File: src/rtl/itd_pkg.sv
// package: constants, register map and instruction classes of the timing decoder
package itd_pkg;
    // clock and machine cycle timing
    localparam int CLK_PERIOD_NS = 10;
    localparam int MACHINE_CYCLE_NS = 2500;
    localparam int MACHINE_CYCLE_CLKS = (MACHINE_CYCLE_NS + CLK_PERIOD_NS - 1) / CLK_PERIOD_NS;
    // widths
    localparam int PC_W = 12;
    localparam int AXI_AW = 8;
    localparam int AXI_DW = 32;
    localparam int CNT_W = 32;
    // register byte offsets
    localparam logic [AXI_AW-1:0] REG_CTRL = 8'h00;
    localparam logic [AXI_AW-1:0] REG_PC = 8'h04;
    localparam logic [AXI_AW-1:0] REG_STATUS = 8'h08;
    localparam logic [AXI_AW-1:0] REG_LAST = 8'h0C;
    localparam logic [AXI_AW-1:0] REG_INSTR_CNT = 8'h10;
    localparam logic [AXI_AW-1:0] REG_CYCLE_CNT = 8'h14;
    // field positions
    localparam int CTRL_RUN_BIT = 0;
    localparam int STAT_BUSY_BIT = 0;
    localparam int STAT_ILLEGAL_BIT = 1;
    localparam int STAT_TWO_BYTES_BIT = 2;
    localparam int STAT_TWO_CYCLES_BIT = 3;
    localparam int STAT_CLASS_LSB = 8;
    localparam int LAST_ARG_LSB = 8;
    // reset values
    localparam logic [PC_W-1:0] PC_RESET = 12'h000;
    localparam logic RUN_RESET = 1'b0;
    // bus responses
    localparam logic [1:0] RESP_OKAY = 2'h0;
    localparam logic [1:0] RESP_SLVERR = 2'h2;
    // instruction classes, held in opcode bits 7..3; bits 2..0 pick register, bit, port or variant
    typedef enum logic [4:0] {
        CL_NOP = 5'h00, CL_ALU_REG = 5'h01, CL_ALU_IND = 5'h02, CL_ALU_IMM = 5'h03,
        CL_ACC_UNARY = 5'h04, CL_PORT_XFER = 5'h05, CL_PORT_IMM = 5'h06, CL_BUS_XFER = 5'h07,
        CL_BUS_IMM = 5'h08, CL_EXPANDER = 5'h09, CL_REG_INCDEC = 5'h0A, CL_IND_INC = 5'h0B,
        CL_JUMP_COND = 5'h0C, CL_DEC_BRANCH = 5'h0D, CL_JUMP = 5'h0E, CL_JUMP_IND = 5'h0F,
        CL_CALL = 5'h10, CL_RETURN = 5'h11, CL_MOVE = 5'h12, CL_MOV_IMM = 5'h13,
        CL_MOV_IMM_IND = 5'h14, CL_EXT_MOVE = 5'h15, CL_TABLE_READ = 5'h16, CL_TIMER = 5'h17,
        CL_INT_CTRL = 5'h18, CL_BANK_SEL = 5'h19, CL_CLK_OUT = 5'h1A, CL_FLAGS = 5'h1B,
        CL_UNDEF = 5'h1F
    } itd_class_t;
    // core sequencer states
    typedef enum logic [2:0] {
        ST_IDLE = 3'b000, ST_OP_WAIT = 3'b001, ST_OP_CAP = 3'b010, ST_DECODE = 3'b011,
        ST_ARG_WAIT = 3'b100, ST_ARG_CAP = 3'b101, ST_EXEC = 3'b110
    } itd_state_t;
endpackage

File: src/rtl/itd_dec_if.sv
// interface: opcode to decoder and instruction timing back to the core
`timescale 1ns/1ps
interface itd_dec_if;
    import itd_pkg::*;
    logic [7:0] opcode;
    logic two_bytes;
    logic two_cycles;
    logic defined;
    itd_class_t cls;
    modport core (output opcode, input two_bytes, input two_cycles, input defined, input cls);
    modport dec (input opcode, output two_bytes, output two_cycles, output defined, output cls);
endinterface

File: src/rtl/itd_core.sv
// module: instruction fetch and timing sequencer with an AXI4-Lite register slave
//
// Chosen here: the AXI4-Lite interface to the registers and the register addresses.
`timescale 1ns/1ps
module itd_core
#(
    parameter int CYCLE_CLKS = itd_pkg::MACHINE_CYCLE_CLKS
)
(
    // clock, reset, enable
    input wire logic clk_in,
    input wire logic rst_n_in,
    input wire logic ce_in,
    // axi4-lite write address and data
    input wire logic [itd_pkg::AXI_AW-1:0] s_axi_awaddr_in,
    input wire logic s_axi_awvalid_in,
    output logic s_axi_awready_out,
    input wire logic [itd_pkg::AXI_DW-1:0] s_axi_wdata_in,
    input wire logic [3:0] s_axi_wstrb_in,
    input wire logic s_axi_wvalid_in,
    output logic s_axi_wready_out,
    // axi4-lite write response
    output logic [1:0] s_axi_bresp_out,
    output logic s_axi_bvalid_out,
    input wire logic s_axi_bready_in,
    // axi4-lite read
    input wire logic [itd_pkg::AXI_AW-1:0] s_axi_araddr_in,
    input wire logic s_axi_arvalid_in,
    output logic s_axi_arready_out,
    output logic [itd_pkg::AXI_DW-1:0] s_axi_rdata_out,
    output logic [1:0] s_axi_rresp_out,
    output logic s_axi_rvalid_out,
    input wire logic s_axi_rready_in,
    // program memory, one clock read latency
    output logic [itd_pkg::PC_W-1:0] pm_addr_out,
    output logic pm_rd_out,
    input wire logic [7:0] pm_data_in,
    // completion pulse
    output logic instr_done_out
);
    import itd_pkg::*;

    ////////////////////////////////////////////////////////////////////////
    // declarations

    itd_dec_if dif();
    itd_state_t state_q;
    logic mc_tick;
    logic run_q;
    logic illegal_q;
    logic [PC_W-1:0] pc_q;
    logic [7:0] opcode_q;
    logic [7:0] arg_q;
    logic two_bytes_q;
    logic two_cycles_q;
    itd_class_t cls_q;
    logic [1:0] cyc_left_q;
    logic [CNT_W-1:0] instr_cnt_q;
    logic [CNT_W-1:0] cycle_cnt_q;
    logic [AXI_AW-1:0] waddr_q;
    logic [AXI_DW-1:0] wdata_q;
    logic [3:0] wstrb_q;
    logic aw_have_q;
    logic w_have_q;

    ////////////////////////////////////////////////////////////////////////
    // sub-blocks

    // machine cycle tick
    itd_mc_timer #(.CYCLE_CLKS(CYCLE_CLKS)) u_timer
    (
        .clk_in(clk_in),
        .rst_n_in(rst_n_in),
        .ce_in(ce_in),
        .tick_out(mc_tick)
    );

    // opcode decode
    itd_decoder u_dec
    (
        .dec(dif.dec)
    );

    assign dif.opcode = opcode_q;

    ////////////////////////////////////////////////////////////////////////
    // register write decode

    // a write fires once both address and data are held and no response is pending
    wire wr_fire = aw_have_q && w_have_q && !s_axi_bvalid_out;
    wire wr_hit_ctrl = (waddr_q == REG_CTRL);
    wire wr_hit_pc = (waddr_q == REG_PC);
    wire wr_hit_status = (waddr_q == REG_STATUS);
    wire wr_mapped = wr_hit_ctrl || wr_hit_pc || wr_hit_status;

    // byte-lane mask from the write strobes
    wire [AXI_DW-1:0] lane_mask;
    genvar gi;
    generate
        for (gi = 0; gi < 4; gi++)
        begin : g_lane
            assign lane_mask[gi*8 +: 8] = {8{wstrb_q[gi]}};
        end
    endgenerate

    // merged words for the control and program counter registers
    wire [AXI_DW-1:0] ctrl_word = {{(AXI_DW-1){1'b0}}, run_q};
    wire [AXI_DW-1:0] ctrl_new = (ctrl_word & ~lane_mask) | (wdata_q & lane_mask);
    wire [AXI_DW-1:0] pc_word = {{(AXI_DW-PC_W){1'b0}}, pc_q};
    wire [AXI_DW-1:0] pc_new = (pc_word & ~lane_mask) | (wdata_q & lane_mask);
    wire illegal_clr = wr_fire && wr_hit_status && wstrb_q[0] && wdata_q[STAT_ILLEGAL_BIT];
    // the program counter may be loaded only while the sequencer is idle
    wire pc_load = wr_fire && wr_hit_pc && (state_q == ST_IDLE);

    ////////////////////////////////////////////////////////////////////////
    // register read decode

    wire [AXI_DW-1:0] status_word = {{(AXI_DW-STAT_CLASS_LSB-5){1'b0}}, cls_q, 4'h0,
        two_cycles_q, two_bytes_q, illegal_q, (state_q != ST_IDLE)};
    wire [AXI_DW-1:0] last_word = {{(AXI_DW-16){1'b0}}, arg_q, opcode_q};
    wire rd_hit_ctrl = (s_axi_araddr_in == REG_CTRL);
    wire rd_hit_pc = (s_axi_araddr_in == REG_PC);
    wire rd_hit_status = (s_axi_araddr_in == REG_STATUS);
    wire rd_hit_last = (s_axi_araddr_in == REG_LAST);
    wire rd_hit_icnt = (s_axi_araddr_in == REG_INSTR_CNT);
    wire rd_hit_ccnt = (s_axi_araddr_in == REG_CYCLE_CNT);
    wire rd_mapped = rd_hit_ctrl || rd_hit_pc || rd_hit_status || rd_hit_last || rd_hit_icnt || rd_hit_ccnt;
    wire [AXI_DW-1:0] rd_word =
        rd_hit_ctrl ? ctrl_word :
        rd_hit_pc ? pc_word :
        rd_hit_status ? status_word :
        rd_hit_last ? last_word :
        rd_hit_icnt ? instr_cnt_q :
        rd_hit_ccnt ? cycle_cnt_q : '0;

    ////////////////////////////////////////////////////////////////////////
    // axi4-lite write channels

    // address and data are taken in either order, response follows both
    always_ff @(posedge clk_in)
    begin
        if (!rst_n_in)
        begin
            aw_have_q <= 1'b0;
            w_have_q <= 1'b0;
            waddr_q <= '0;
            wdata_q <= '0;
            wstrb_q <= 4'h0;
            s_axi_awready_out <= 1'b1;
            s_axi_wready_out <= 1'b1;
            s_axi_bvalid_out <= 1'b0;
            s_axi_bresp_out <= RESP_OKAY;
        end
        else if (ce_in)
        begin
            if (s_axi_awvalid_in && s_axi_awready_out)
            begin
                aw_have_q <= 1'b1;
                waddr_q <= s_axi_awaddr_in;
                s_axi_awready_out <= 1'b0;
            end
            if (s_axi_wvalid_in && s_axi_wready_out)
            begin
                w_have_q <= 1'b1;
                wdata_q <= s_axi_wdata_in;
                wstrb_q <= s_axi_wstrb_in;
                s_axi_wready_out <= 1'b0;
            end
            if (wr_fire)
            begin
                s_axi_bvalid_out <= 1'b1;
                s_axi_bresp_out <= wr_mapped ? RESP_OKAY : RESP_SLVERR;
            end
            if (s_axi_bvalid_out && s_axi_bready_in)
            begin
                s_axi_bvalid_out <= 1'b0;
                aw_have_q <= 1'b0;
                w_have_q <= 1'b0;
                s_axi_awready_out <= 1'b1;
                s_axi_wready_out <= 1'b1;
            end
        end
    end

    ////////////////////////////////////////////////////////////////////////
    // axi4-lite read channels

    // data is captured with the address, answered one clock later
    always_ff @(posedge clk_in)
    begin
        if (!rst_n_in)
        begin
            s_axi_arready_out <= 1'b1;
            s_axi_rvalid_out <= 1'b0;
            s_axi_rdata_out <= '0;
            s_axi_rresp_out <= RESP_OKAY;
        end
        else if (ce_in)
        begin
            if (s_axi_arvalid_in && s_axi_arready_out)
            begin
                s_axi_arready_out <= 1'b0;
                s_axi_rvalid_out <= 1'b1;
                s_axi_rdata_out <= rd_word;
                s_axi_rresp_out <= rd_mapped ? RESP_OKAY : RESP_SLVERR;
            end
            else if (s_axi_rvalid_out && s_axi_rready_in)
            begin
                s_axi_rvalid_out <= 1'b0;
                s_axi_arready_out <= 1'b1;
            end
        end
    end

    ////////////////////////////////////////////////////////////////////////
    // control register and sticky flag

    // undefined opcode flag: hardware set beats a software clear
    always_ff @(posedge clk_in)
    begin
        if (!rst_n_in)
        begin
            run_q <= RUN_RESET;
            illegal_q <= 1'b0;
        end
        else if (ce_in)
        begin
            if (wr_fire && wr_hit_ctrl)
                run_q <= ctrl_new[CTRL_RUN_BIT];
            if (state_q == ST_DECODE && !dif.defined)
                illegal_q <= 1'b1;
            else if (illegal_clr)
                illegal_q <= 1'b0;
        end
    end

    ////////////////////////////////////////////////////////////////////////
    // sequencer helpers

    // instruction completes on the tick that ends its last machine cycle
    wire exec_last = (state_q == ST_EXEC) && mc_tick && (cyc_left_q == 2'd1);
    wire [PC_W-1:0] pc_next = pc_q + (two_bytes_q ? PC_W'(2) : PC_W'(1));
    wire [1:0] cycles_dec = dif.two_cycles ? 2'd2 : 2'd1;

    ////////////////////////////////////////////////////////////////////////
    // fetch and execute sequencer

    // fetch opcode at a cycle start, fetch second byte, then count machine cycles
    always_ff @(posedge clk_in)
    begin
        if (!rst_n_in)
        begin
            state_q <= ST_IDLE;
            pc_q <= PC_RESET;
            opcode_q <= 8'h00;
            arg_q <= 8'h00;
            two_bytes_q <= 1'b0;
            two_cycles_q <= 1'b0;
            cls_q <= CL_NOP;
            cyc_left_q <= 2'd0;
            pm_addr_out <= PC_RESET;
            pm_rd_out <= 1'b0;
            instr_done_out <= 1'b0;
        end
        else if (ce_in)
        begin
            instr_done_out <= 1'b0;
            pm_rd_out <= 1'b0;
            case (state_q)
                ST_IDLE:
                begin
                    if (pc_load)
                        pc_q <= pc_new[PC_W-1:0];
                    else if (run_q && mc_tick)
                    begin
                        pm_addr_out <= pc_q;
                        pm_rd_out <= 1'b1;
                        state_q <= ST_OP_WAIT;
                    end
                end
                ST_OP_WAIT:
                    state_q <= ST_OP_CAP;
                ST_OP_CAP:
                begin
                    opcode_q <= pm_data_in;
                    state_q <= ST_DECODE;
                end
                ST_DECODE:
                begin
                    two_bytes_q <= dif.two_bytes;
                    two_cycles_q <= dif.two_cycles;
                    cls_q <= dif.cls;
                    cyc_left_q <= cycles_dec;
                    if (dif.two_bytes)
                    begin
                        pm_addr_out <= pc_q + PC_W'(1);
                        pm_rd_out <= 1'b1;
                        state_q <= ST_ARG_WAIT;
                    end
                    else
                    begin
                        arg_q <= 8'h00;
                        state_q <= ST_EXEC;
                    end
                end
                ST_ARG_WAIT:
                    state_q <= ST_ARG_CAP;
                ST_ARG_CAP:
                begin
                    arg_q <= pm_data_in;
                    state_q <= ST_EXEC;
                end
                ST_EXEC:
                begin
                    if (mc_tick && cyc_left_q != 2'd1)
                        cyc_left_q <= cyc_left_q - 2'd1;
                    if (exec_last)
                    begin
                        pc_q <= pc_next;
                        instr_done_out <= 1'b1;
                        if (run_q)
                        begin
                            pm_addr_out <= pc_next;
                            pm_rd_out <= 1'b1;
                            state_q <= ST_OP_WAIT;
                        end
                        else
                            state_q <= ST_IDLE;
                    end
                end
                default:
                    state_q <= ST_IDLE;
            endcase
        end
    end

    ////////////////////////////////////////////////////////////////////////
    // activity counters

    // completed instructions and machine cycles spent executing
    always_ff @(posedge clk_in)
    begin
        if (!rst_n_in)
        begin
            instr_cnt_q <= '0;
            cycle_cnt_q <= '0;
        end
        else if (ce_in)
        begin
            if (exec_last)
                instr_cnt_q <= instr_cnt_q + 1'b1;
            if (mc_tick && state_q != ST_IDLE)
                cycle_cnt_q <= cycle_cnt_q + 1'b1;
        end
    end
endmodule // itd_core

File: src/rtl/itd_decoder.sv
// module: maps an opcode to its class, encoded length and machine cycle count
`timescale 1ns/1ps
module itd_decoder
(
    // decode port
    itd_dec_if.dec dec
);
    import itd_pkg::*;

    // class field of the opcode; unused codes fall to undefined
    function automatic logic [2:0] timing_of(input logic [4:0] cf);
        // returns {defined, two_bytes, two_cycles}
        case (cf)
            CL_ALU_REG, CL_ALU_IND: timing_of = 3'h4;
            CL_ALU_IMM: timing_of = 3'h7;
            CL_ACC_UNARY: timing_of = 3'h4;
            CL_PORT_XFER: timing_of = 3'h5;
            CL_PORT_IMM: timing_of = 3'h7;
            CL_BUS_XFER: timing_of = 3'h5;
            CL_BUS_IMM: timing_of = 3'h7;
            CL_EXPANDER: timing_of = 3'h5;
            CL_REG_INCDEC, CL_IND_INC: timing_of = 3'h4;
            CL_JUMP_COND: timing_of = 3'h7;
            CL_DEC_BRANCH, CL_JUMP: timing_of = 3'h7;
            CL_JUMP_IND: timing_of = 3'h5;
            CL_CALL: timing_of = 3'h7;
            CL_RETURN: timing_of = 3'h5;
            CL_MOVE: timing_of = 3'h4;
            CL_MOV_IMM, CL_MOV_IMM_IND: timing_of = 3'h7;
            CL_EXT_MOVE: timing_of = 3'h5;
            CL_TABLE_READ: timing_of = 3'h5;
            CL_TIMER: timing_of = 3'h4;
            CL_INT_CTRL: timing_of = 3'h4;
            CL_BANK_SEL: timing_of = 3'h4;
            CL_CLK_OUT, CL_NOP, CL_FLAGS: timing_of = 3'h4;
            default: timing_of = 3'h0;
        endcase
    endfunction

    // one opcode per class and variant, no overlap between classes
    wire [4:0] class_field = dec.opcode[7:3];
    wire [2:0] timing = timing_of(class_field);

    // timing outputs; undefined opcodes run as one byte, one cycle
    assign dec.defined = timing[2];
    assign dec.two_bytes = timing[1];
    assign dec.two_cycles = timing[0];
    assign dec.cls = timing[2] ? itd_class_t'(class_field) : CL_UNDEF;
endmodule // itd_decoder

File: src/rtl/itd_mc_timer.sv
// module: machine cycle tick generator
`timescale 1ns/1ps
module itd_mc_timer
#(
    parameter int CYCLE_CLKS = itd_pkg::MACHINE_CYCLE_CLKS
)
(
    // clock and control
    input wire logic clk_in,
    input wire logic rst_n_in,
    input wire logic ce_in,
    // tick marking the start of each machine cycle
    output logic tick_out
);
    import itd_pkg::*;

    localparam int CW = $clog2(CYCLE_CLKS + 1);
    localparam logic [CW-1:0] LAST = CW'(CYCLE_CLKS - 1);

    logic [CW-1:0] cnt_q;

    // free-running divider, one tick per machine cycle
    always_ff @(posedge clk_in)
    begin
        if (!rst_n_in)
        begin
            cnt_q <= '0;
            tick_out <= 1'b0;
        end
        else if (ce_in)
        begin
            cnt_q <= (cnt_q == LAST) ? '0 : cnt_q + 1'b1;
            tick_out <= (cnt_q == LAST);
        end
    end
endmodule // itd_mc_timer

File: config.mk
export PLATFORM = sky130hd
export DESIGN_NAME = itd_core
export DESIGN_NICKNAME = d
export VERILOG_FILES = /design/src/rtl/itd_pkg.sv /design/src/rtl/itd_dec_if.sv /design/src/rtl/itd_core.sv /design/src/rtl/itd_decoder.sv /design/src/rtl/itd_mc_timer.sv
export SDC_FILE = /design/constraint.sdc
export NUM_CORES = 1
export LEC_CHECK = 0
export ABC_AREA = 0
export BUFFER_PORTS_ARGS = -buffer_cell sky130_fd_sc_hd__clkbuf_2
export CAP_MARGIN = 20
export CORE_MARGIN = 8
export CORE_UTILIZATION = 45
export DETAILED_ROUTE_END_ITERATION = 7
export SYNTH_ARGS = -nofsm -noshare
export SYNTH_HDL_FRONTEND = slang
export SYNTH_SLANG_ARGS = --single-unit
File: constraint.sdc
create_clock -name clk_in -period 3 [get_ports clk_in]
set_input_delay 0.3 -clock clk_in [delete_from_list [all_inputs] [get_ports clk_in]]
set_output_delay 0.3 -clock clk_in [all_outputs]
set_load 0.1 [all_outputs]
# Yosys cells after proc, flatten, opt, wreduce, memory -nomap -nowiden
# Memories as Yosys holds them, arrays and structs flattened. A register that Yosys moved wholly into a read port is not among the register bits.
# Cells that the tools add are included.
[classes] add_sub_neg=6 eq_ne=24 mux=57 bitwise=6 n_reduce_logical=60
[op_table] op="$mux 32" n=6
[op_table] op="$mux 12" n=7
[op_table] op="$add 32x1->32 const B" n=2
[op_table] op="$pmux 12 s3" n=1
[op_table] op="$reduce_and 2->1" n=14
[op_table] op="$and 12x12->12" n=2
[op_table] op="$eq 8x4->1 const B" n=3
[op_table] op="$mux 1" n=24
[op_table] op="$pmux 12 s2" n=1
[op_table] op="$pmux 3 s7" n=1
[op_table] op="$logic_and 1x1->1" n=19
[op_table] op="$eq 8x3->1 const B" n=2
[op_table] op="$eq 8x5->1 const B" n=2
[op_table] op="$logic_not 8->1" n=2
[op_table] op="$mux 8" n=2
[op_table] op="$pmux 8 s2" n=1
[op_table] op="$reduce_bool 2->1" n=8
[op_table] op="$mux 5" n=3
[op_table] op="$add 12x1->12 const B" n=1
[op_table] op="$add 12x2->12" n=1
[op_table] op="$mux 2" n=6
[op_table] op="$not 12->12" n=1
[op_table] op="$or 12x12->12" n=1
[op_table] op="$ne 2x2->1 const B" n=5
[op_table] op="20 further kinds" n=38
[totals] reg_bits=194 mem_bits_ro=96 in_bits=68 out_inout_bits=55 elab_cells=184 mem_count=1
[memory_table] memory="(no name shown)" words=32 word_bits=3 rd=1 rd_ports_with_merged_regs=1 write_ports=0 line_no="itd_decoder.sv:13" rtl="case (cf)"

# Logic depth before layout (Yosys ltp)
[depth] ltp_word=7 ltp_mapped=13

# Hierarchy
# A second synthesis with hierarchy kept.
[hier_totals] hier_cells=1136 area_unflattened_um2=9421.5
[by_module_without_submodules] mod="itd_core" n_inst=1 cells_per_inst=1060 area_per_inst_um2=8755.9
[by_module_without_submodules] mod="itd_mc_timer" n_inst=1 cells_per_inst=46 area_per_inst_um2=441.7
[by_module_without_submodules] mod="itd_decoder" n_inst=1 cells_per_inst=30 area_per_inst_um2=224.0

# Worst setup path after synthesis
# OpenSTA, ideal clock, no wires.
[synth_timing] path_type="reg-to-reg" start="register s_axi_bvalid_out" end="register pm_addr_out[10] in the netlist's numbering" setup_ns=0.137 t_arrival_ns=2.334 t_required_ns=2.863 path_slack_ns=0.528 path_stages_with_launch=8 path_buffers=2 path_cell_list="dfxtp_1 and3b_1 and4_1 clkbuf_1 a21bo_2 nor2_1 clkbuf_1 a211oi_1"
[synth_via] elab_chain_len=6
[synth_lines] element="start, declared" line_no="itd_core.sv:24" rtl="output logic s_axi_bvalid_out,"
[synth_lines] element="start signal, assigned" line_no="itd_core.sv:151" rtl="s_axi_bvalid_out <= 1'b0;"
[synth_lines] element="start signal, assigned" line_no="itd_core.sv:171" rtl="s_axi_bvalid_out <= 1'b1;"
[synth_lines] element="start signal, assigned" line_no="itd_core.sv:176" rtl="s_axi_bvalid_out <= 1'b0;"
[synth_lines] element="$logic_not 1->1" line_no="itd_core.sv:90" rtl="wire wr_fire = aw_have_q && w_have_q && !s_axi_bvalid_out;"
[synth_lines] element="$logic_and 1x1->1" line_no="itd_core.sv:90"
[synth_lines] element="$logic_and 1x1->1 (2 in series)" line_no="itd_core.sv:113" rtl="wire pc_load = wr_fire && wr_hit_pc && (state_q == ST_IDLE);"
[synth_lines] element="$ne 2x2->1 (no line)"
[synth_lines] element="$reduce_and 7->1 (no line)"
[synth_lines] element="end signal, assigned" line_no="itd_core.sv:276" rtl="pm_addr_out <= pc_q;"
[synth_lines] element="end signal, assigned" line_no="itd_core.sv:296" rtl="pm_addr_out <= pc_q + PC_W'(1);"
[synth_lines] element="end signal, assigned" line_no="itd_core.sv:323" rtl="pm_addr_out <= pc_next;"
[synth_lines] element="end, declared" line_no="itd_core.sv:35" rtl="output logic [itd_pkg::PC_W-1:0] pm_addr_out,"
# No other way between the ends.
# A chain may end at the register's enable or synchronous reset.

# Worst setup path in the final report
[layout_timing] start="register state_q[0]" end="register u_dec.timing[1] (netlist name)"
[layout_via] elab_chain_len=4
[layout_lines] element="start, declared" line_no="itd_core.sv:47" rtl="itd_state_t state_q;"
[layout_lines] element="start signal, assigned" line_no="itd_core.sv:253" rtl="state_q <= ST_IDLE;"
[layout_lines] element="start signal, assigned" line_no="itd_core.sv:278" rtl="state_q <= ST_OP_WAIT;"
[layout_lines] element="start signal, assigned" line_no="itd_core.sv:282" rtl="state_q <= ST_OP_CAP;"
[layout_lines] element="$eq 3x2->1" line_no="itd_core.sv:269" rtl="case (state_q)"
[layout_lines] element="$reduce_and 2->1 (no line)"
[layout_lines] element="$mux 5 (no line) (2 in series)"
# No other way between the ends.

==> run metrics <==
die area=26,100 um^2; PortBufs=slightly below 100; sequential share of power=51.8%; Max-Cap Viols=0; Synth Register Bits=around 200; CP Data Required Time=3.32 ns; Fin. Hold Viols=0; Max Fanout on Critical Path=25; Psw=1.27 mW; Gate Count Post-Synth=approximately 1,200; Hold Buf Count CTS=0; Critical path destination=u_dec.timing[1]; worst min path class=input pin to flop; final setup violation count=0; internal reg-to-reg setup slack=0.44 ns; RR Endpoint=u_dec.timing[1]; Max VDD drop=0.390 mV; ranking of synthesized cells by area=dfxtp_1, nor2_1, mux2i_1, a21oi_1, nand2_1; Clock Skews=about 0.013 ns; final cell utilization of the core=51.7%; worst setup path start=state_q[0]; RSZ-0062 raised after global routing=false; CP peak stage delay=slightly above 0.8 ns; clk sink count=between 150 and 200; Die Span X=161 um; WL/cell=approximately 18 um; Internal Pwr Total=3.82 mW; CTS Buffer Depth=2; post-synth top area share=around two fifths; fillcell total=just over 2,000; Die H=161 um; Area Overhead vs Synth=13.3%; total grt overflow=0; Fmax=between 300 and 400 MHz; Lkg Pwr=4.06 nW; clock-pin slew on the worst setup and hold paths=0.07 ns; Worst R2R Path Depth=7; multi-input combinational cell area=5190 um^2; pre-CTS setup slack=0.509 ns; Clock Root Buffer=clkbuf_16; I/O pin count=123; largest net degree at the start of global routing=71; Post-synth top flop=dfxtp_1; initial antenna violation count=0; Slew HR=between 30% and 40%; Seq/Total Area, Yosys=approximately two fifths; std cell rows=53; global-route wire length before repair=between 40,000 and 50,000 um; clock power share=between 40% and 50%; CTS H-Tree Depth=4; Worst Setup End Kind=flop; setup repair bufs after CTS=0; total wire length=approximately 27,000 um; First-pass DRT Iterations=8; Post-DP HPWL=between 15,000 and 20,000 um; number of buffers created by CTS=17; P per Cell Area=~470 nW/um^2; routed vias=8,455; Slew Limit Fails=0; crit path kind=flop to flop; GRT Overall Usage=between 20% and 30%; outcome=finished clean; initial detailed-routing violation count=648; Worst setup SP type=flop; CTS tree=yes; synthesized cell area=between 9000 and 10,000 um^2; diode count=0; Worst Hold Slack=0.0799 ns; post-synth top area cell=dfxtp_1; vias per inst=roughly 5.6; post-route ant nets=0; layout cell share with drive strength beyond 1=about 14%; Storage cell area=3900 um^2; Synth cell types=between 60 and 70; Post-CTS Resized=0; Slew @ Worst Pin=~1 ns; minimum clock period=2.56 ns; effective utilization at floorplan=between 40% and 50%; slowest CP cell=dfxtp_1; Final Worst Setup Slack=between 0.4 and 0.5 ns; switching fraction of total power=roughly 25%; final net count=around 1,300; Sum Neg Setup Slack=0 ns; core area=~21,000 um^2; vias in the first global route=just under 8,000; RR Startpoint=state_q[0]; Worst-Skew Late Latency=around 0.43 ns; WP data arrival=2.88 ns; crit-path cells=nand4bb_1 > nand2_1 > a21oi_1 > inv_1 > ha_1 > o211a_1 > nor4_1; Post-synth ARST share=0%; warnings from Yosys=0; drt drc=0; Post-synth EDFFs=0; final critical-path share of the clock period=85.3%; Combinational Power Share=under 10%; Syn Area/Cell=approximately 8.3 um^2; RePlAce Congestion=roughly 0.86
[metal layers]
layer | wire, um | GRT usage (%)
met3 | 1530 | 4.10
met5 | 0 | 0
met4 | 303 | 5.47
met2 | 11700 | 30.7
met1 | 13000 | 28.3
[state kept, by name, indices dropped and copies added (netlist names), 2 cells and up, named ones only]
name             flops
u_timer.cnt_q        8
cls_q                5
u_dec.timing         3
instr_cnt_q         32
state_q              3
arg_q                8
waddr_q              8
wstrb_q              2
cycle_cnt_q         32
cyc_left_q           2
s_axi_rdata_out     32
pm_addr_out         12
dif.opcode           8
wdata_q             12
[critical path: cells and delay by family, from the launching register on]
family,cells,cell delay [ns]
DFF,1,0.81
AOI/OAI and AO/OA,2,0.56
adders and majority gates,1,0.30
and+or+nand+nor,3,0.62
buffers and inverters,1,0.16
[logic make-up (layout without fill, tap and decap cells)]
kind of cell	count (synthesis)	in the layout	share of synthesized area [%]
and+or+nand+nor	464	464	24.2
AOI/OAI and AO/OA	250	250	16.8
DFF	195	195	41.0
buffers and inverters	111	185	4.56
xor gates and xnor gates	63	63	5.79
muxes	52	52	5.54
adders and majority gates	15	15	2.05
other	1	2	0.0394
[Yosys cell counts, types with 16 or more instances]
cell type and n:
o21ai_0 41, dfxtp_1 195, inv_1 26, nand3_1 54, a2bb2oi_1 16, nand2_1 116
or3_1 20, mux2i_1 46, nand4_1 28, a21oi_1 91, xnor2_1 29, clkbuf_1 72
nor3_1 21, and3_1 21, nor2_1 124, xor2_1 34
[worst min-delay path by stage]
stage	startpoint	endpoint	slack, ns	cells after the start
finish	s_axi_wdata_in[3]	wdata_q[3]	0.08	3
CTS	s_axi_wdata_in[9]	wdata_q[9]	0.06	3
global placement	waddr_q[5]	waddr_q[5]	0.44	2
global route	s_axi_wdata_in[9]	wdata_q[9]	0.08	3
detailed placement	wdata_q[2]	wdata_q[2]	0.44	2
floorplan	wdata_q[2]	wdata_q[2]	0.43	2
[metrics by stage]
step	cell area, um^2	total power [mW]	cells
global route	10800	5.24	1501
finish	10800	5.09	1501
detailed placement	10200	3.00	1469
global placement	10200	3.00	1469
CTS	10800	5.13	1501
floorplan	9530	2.90	1152
[power groups by stage]
stage	registers [mW]	clock network [mW]	logic [mW]
5_1_grt	2.64	2.27	0.330
6_report	2.63	2.15	0.304
3_3_place_gp	2.69	0	0.301
2_1_floorplan	2.74	0	0.159
3_5_place_dp	2.69	0	0.304
4_1_cts	2.63	2.19	0.304
[cells in the final DEF (no fill, tap or decap), types with 9 or more instances in the layout]
cell type	netlist	layout
nor2b_1	9	9
nor4_1	14	14
a22o_1	10	10
o21ai_0	41	41
a211oi_1	14	14
a311oi_1	9	9
a21oi_1	91	91
nand3_1	54	54
nand4_1	28	28
nor2_1	124	124
or3_1	20	20
a2bb2oi_1	16	16
clkbuf_16	0	17
nor3_1	21	21
a22oi_1	14	14
mux2i_1	46	46
inv_1	26	25
nand2_1	116	116
clkbuf_2	0	98
xnor2_1	29	29
o22ai_1	10	10
and4_1	14	14
xor2_1	34	34
nand2b_1	11	11
dfxtp_1	195	195
buf_4	3	29
and3_1	21	21
and2_1	12	12
ha_1	14	14
[cell type report]
| cell class | instances | area share [%] |
|---|---|---|
| clock inverters | 12 | 0.765 |
| well taps | 275 | 3.19 |
| repair buffers | 127 | 6.56 |
| clock buffers | 20 | 4.32 |
| flip-flops and latches | 195 | 36.2 |
| inverters | 26 | 0.927 |
| multi-input cells | 846 | 48.1 |
Note: power is estimated with default switching activity, not from simulation.
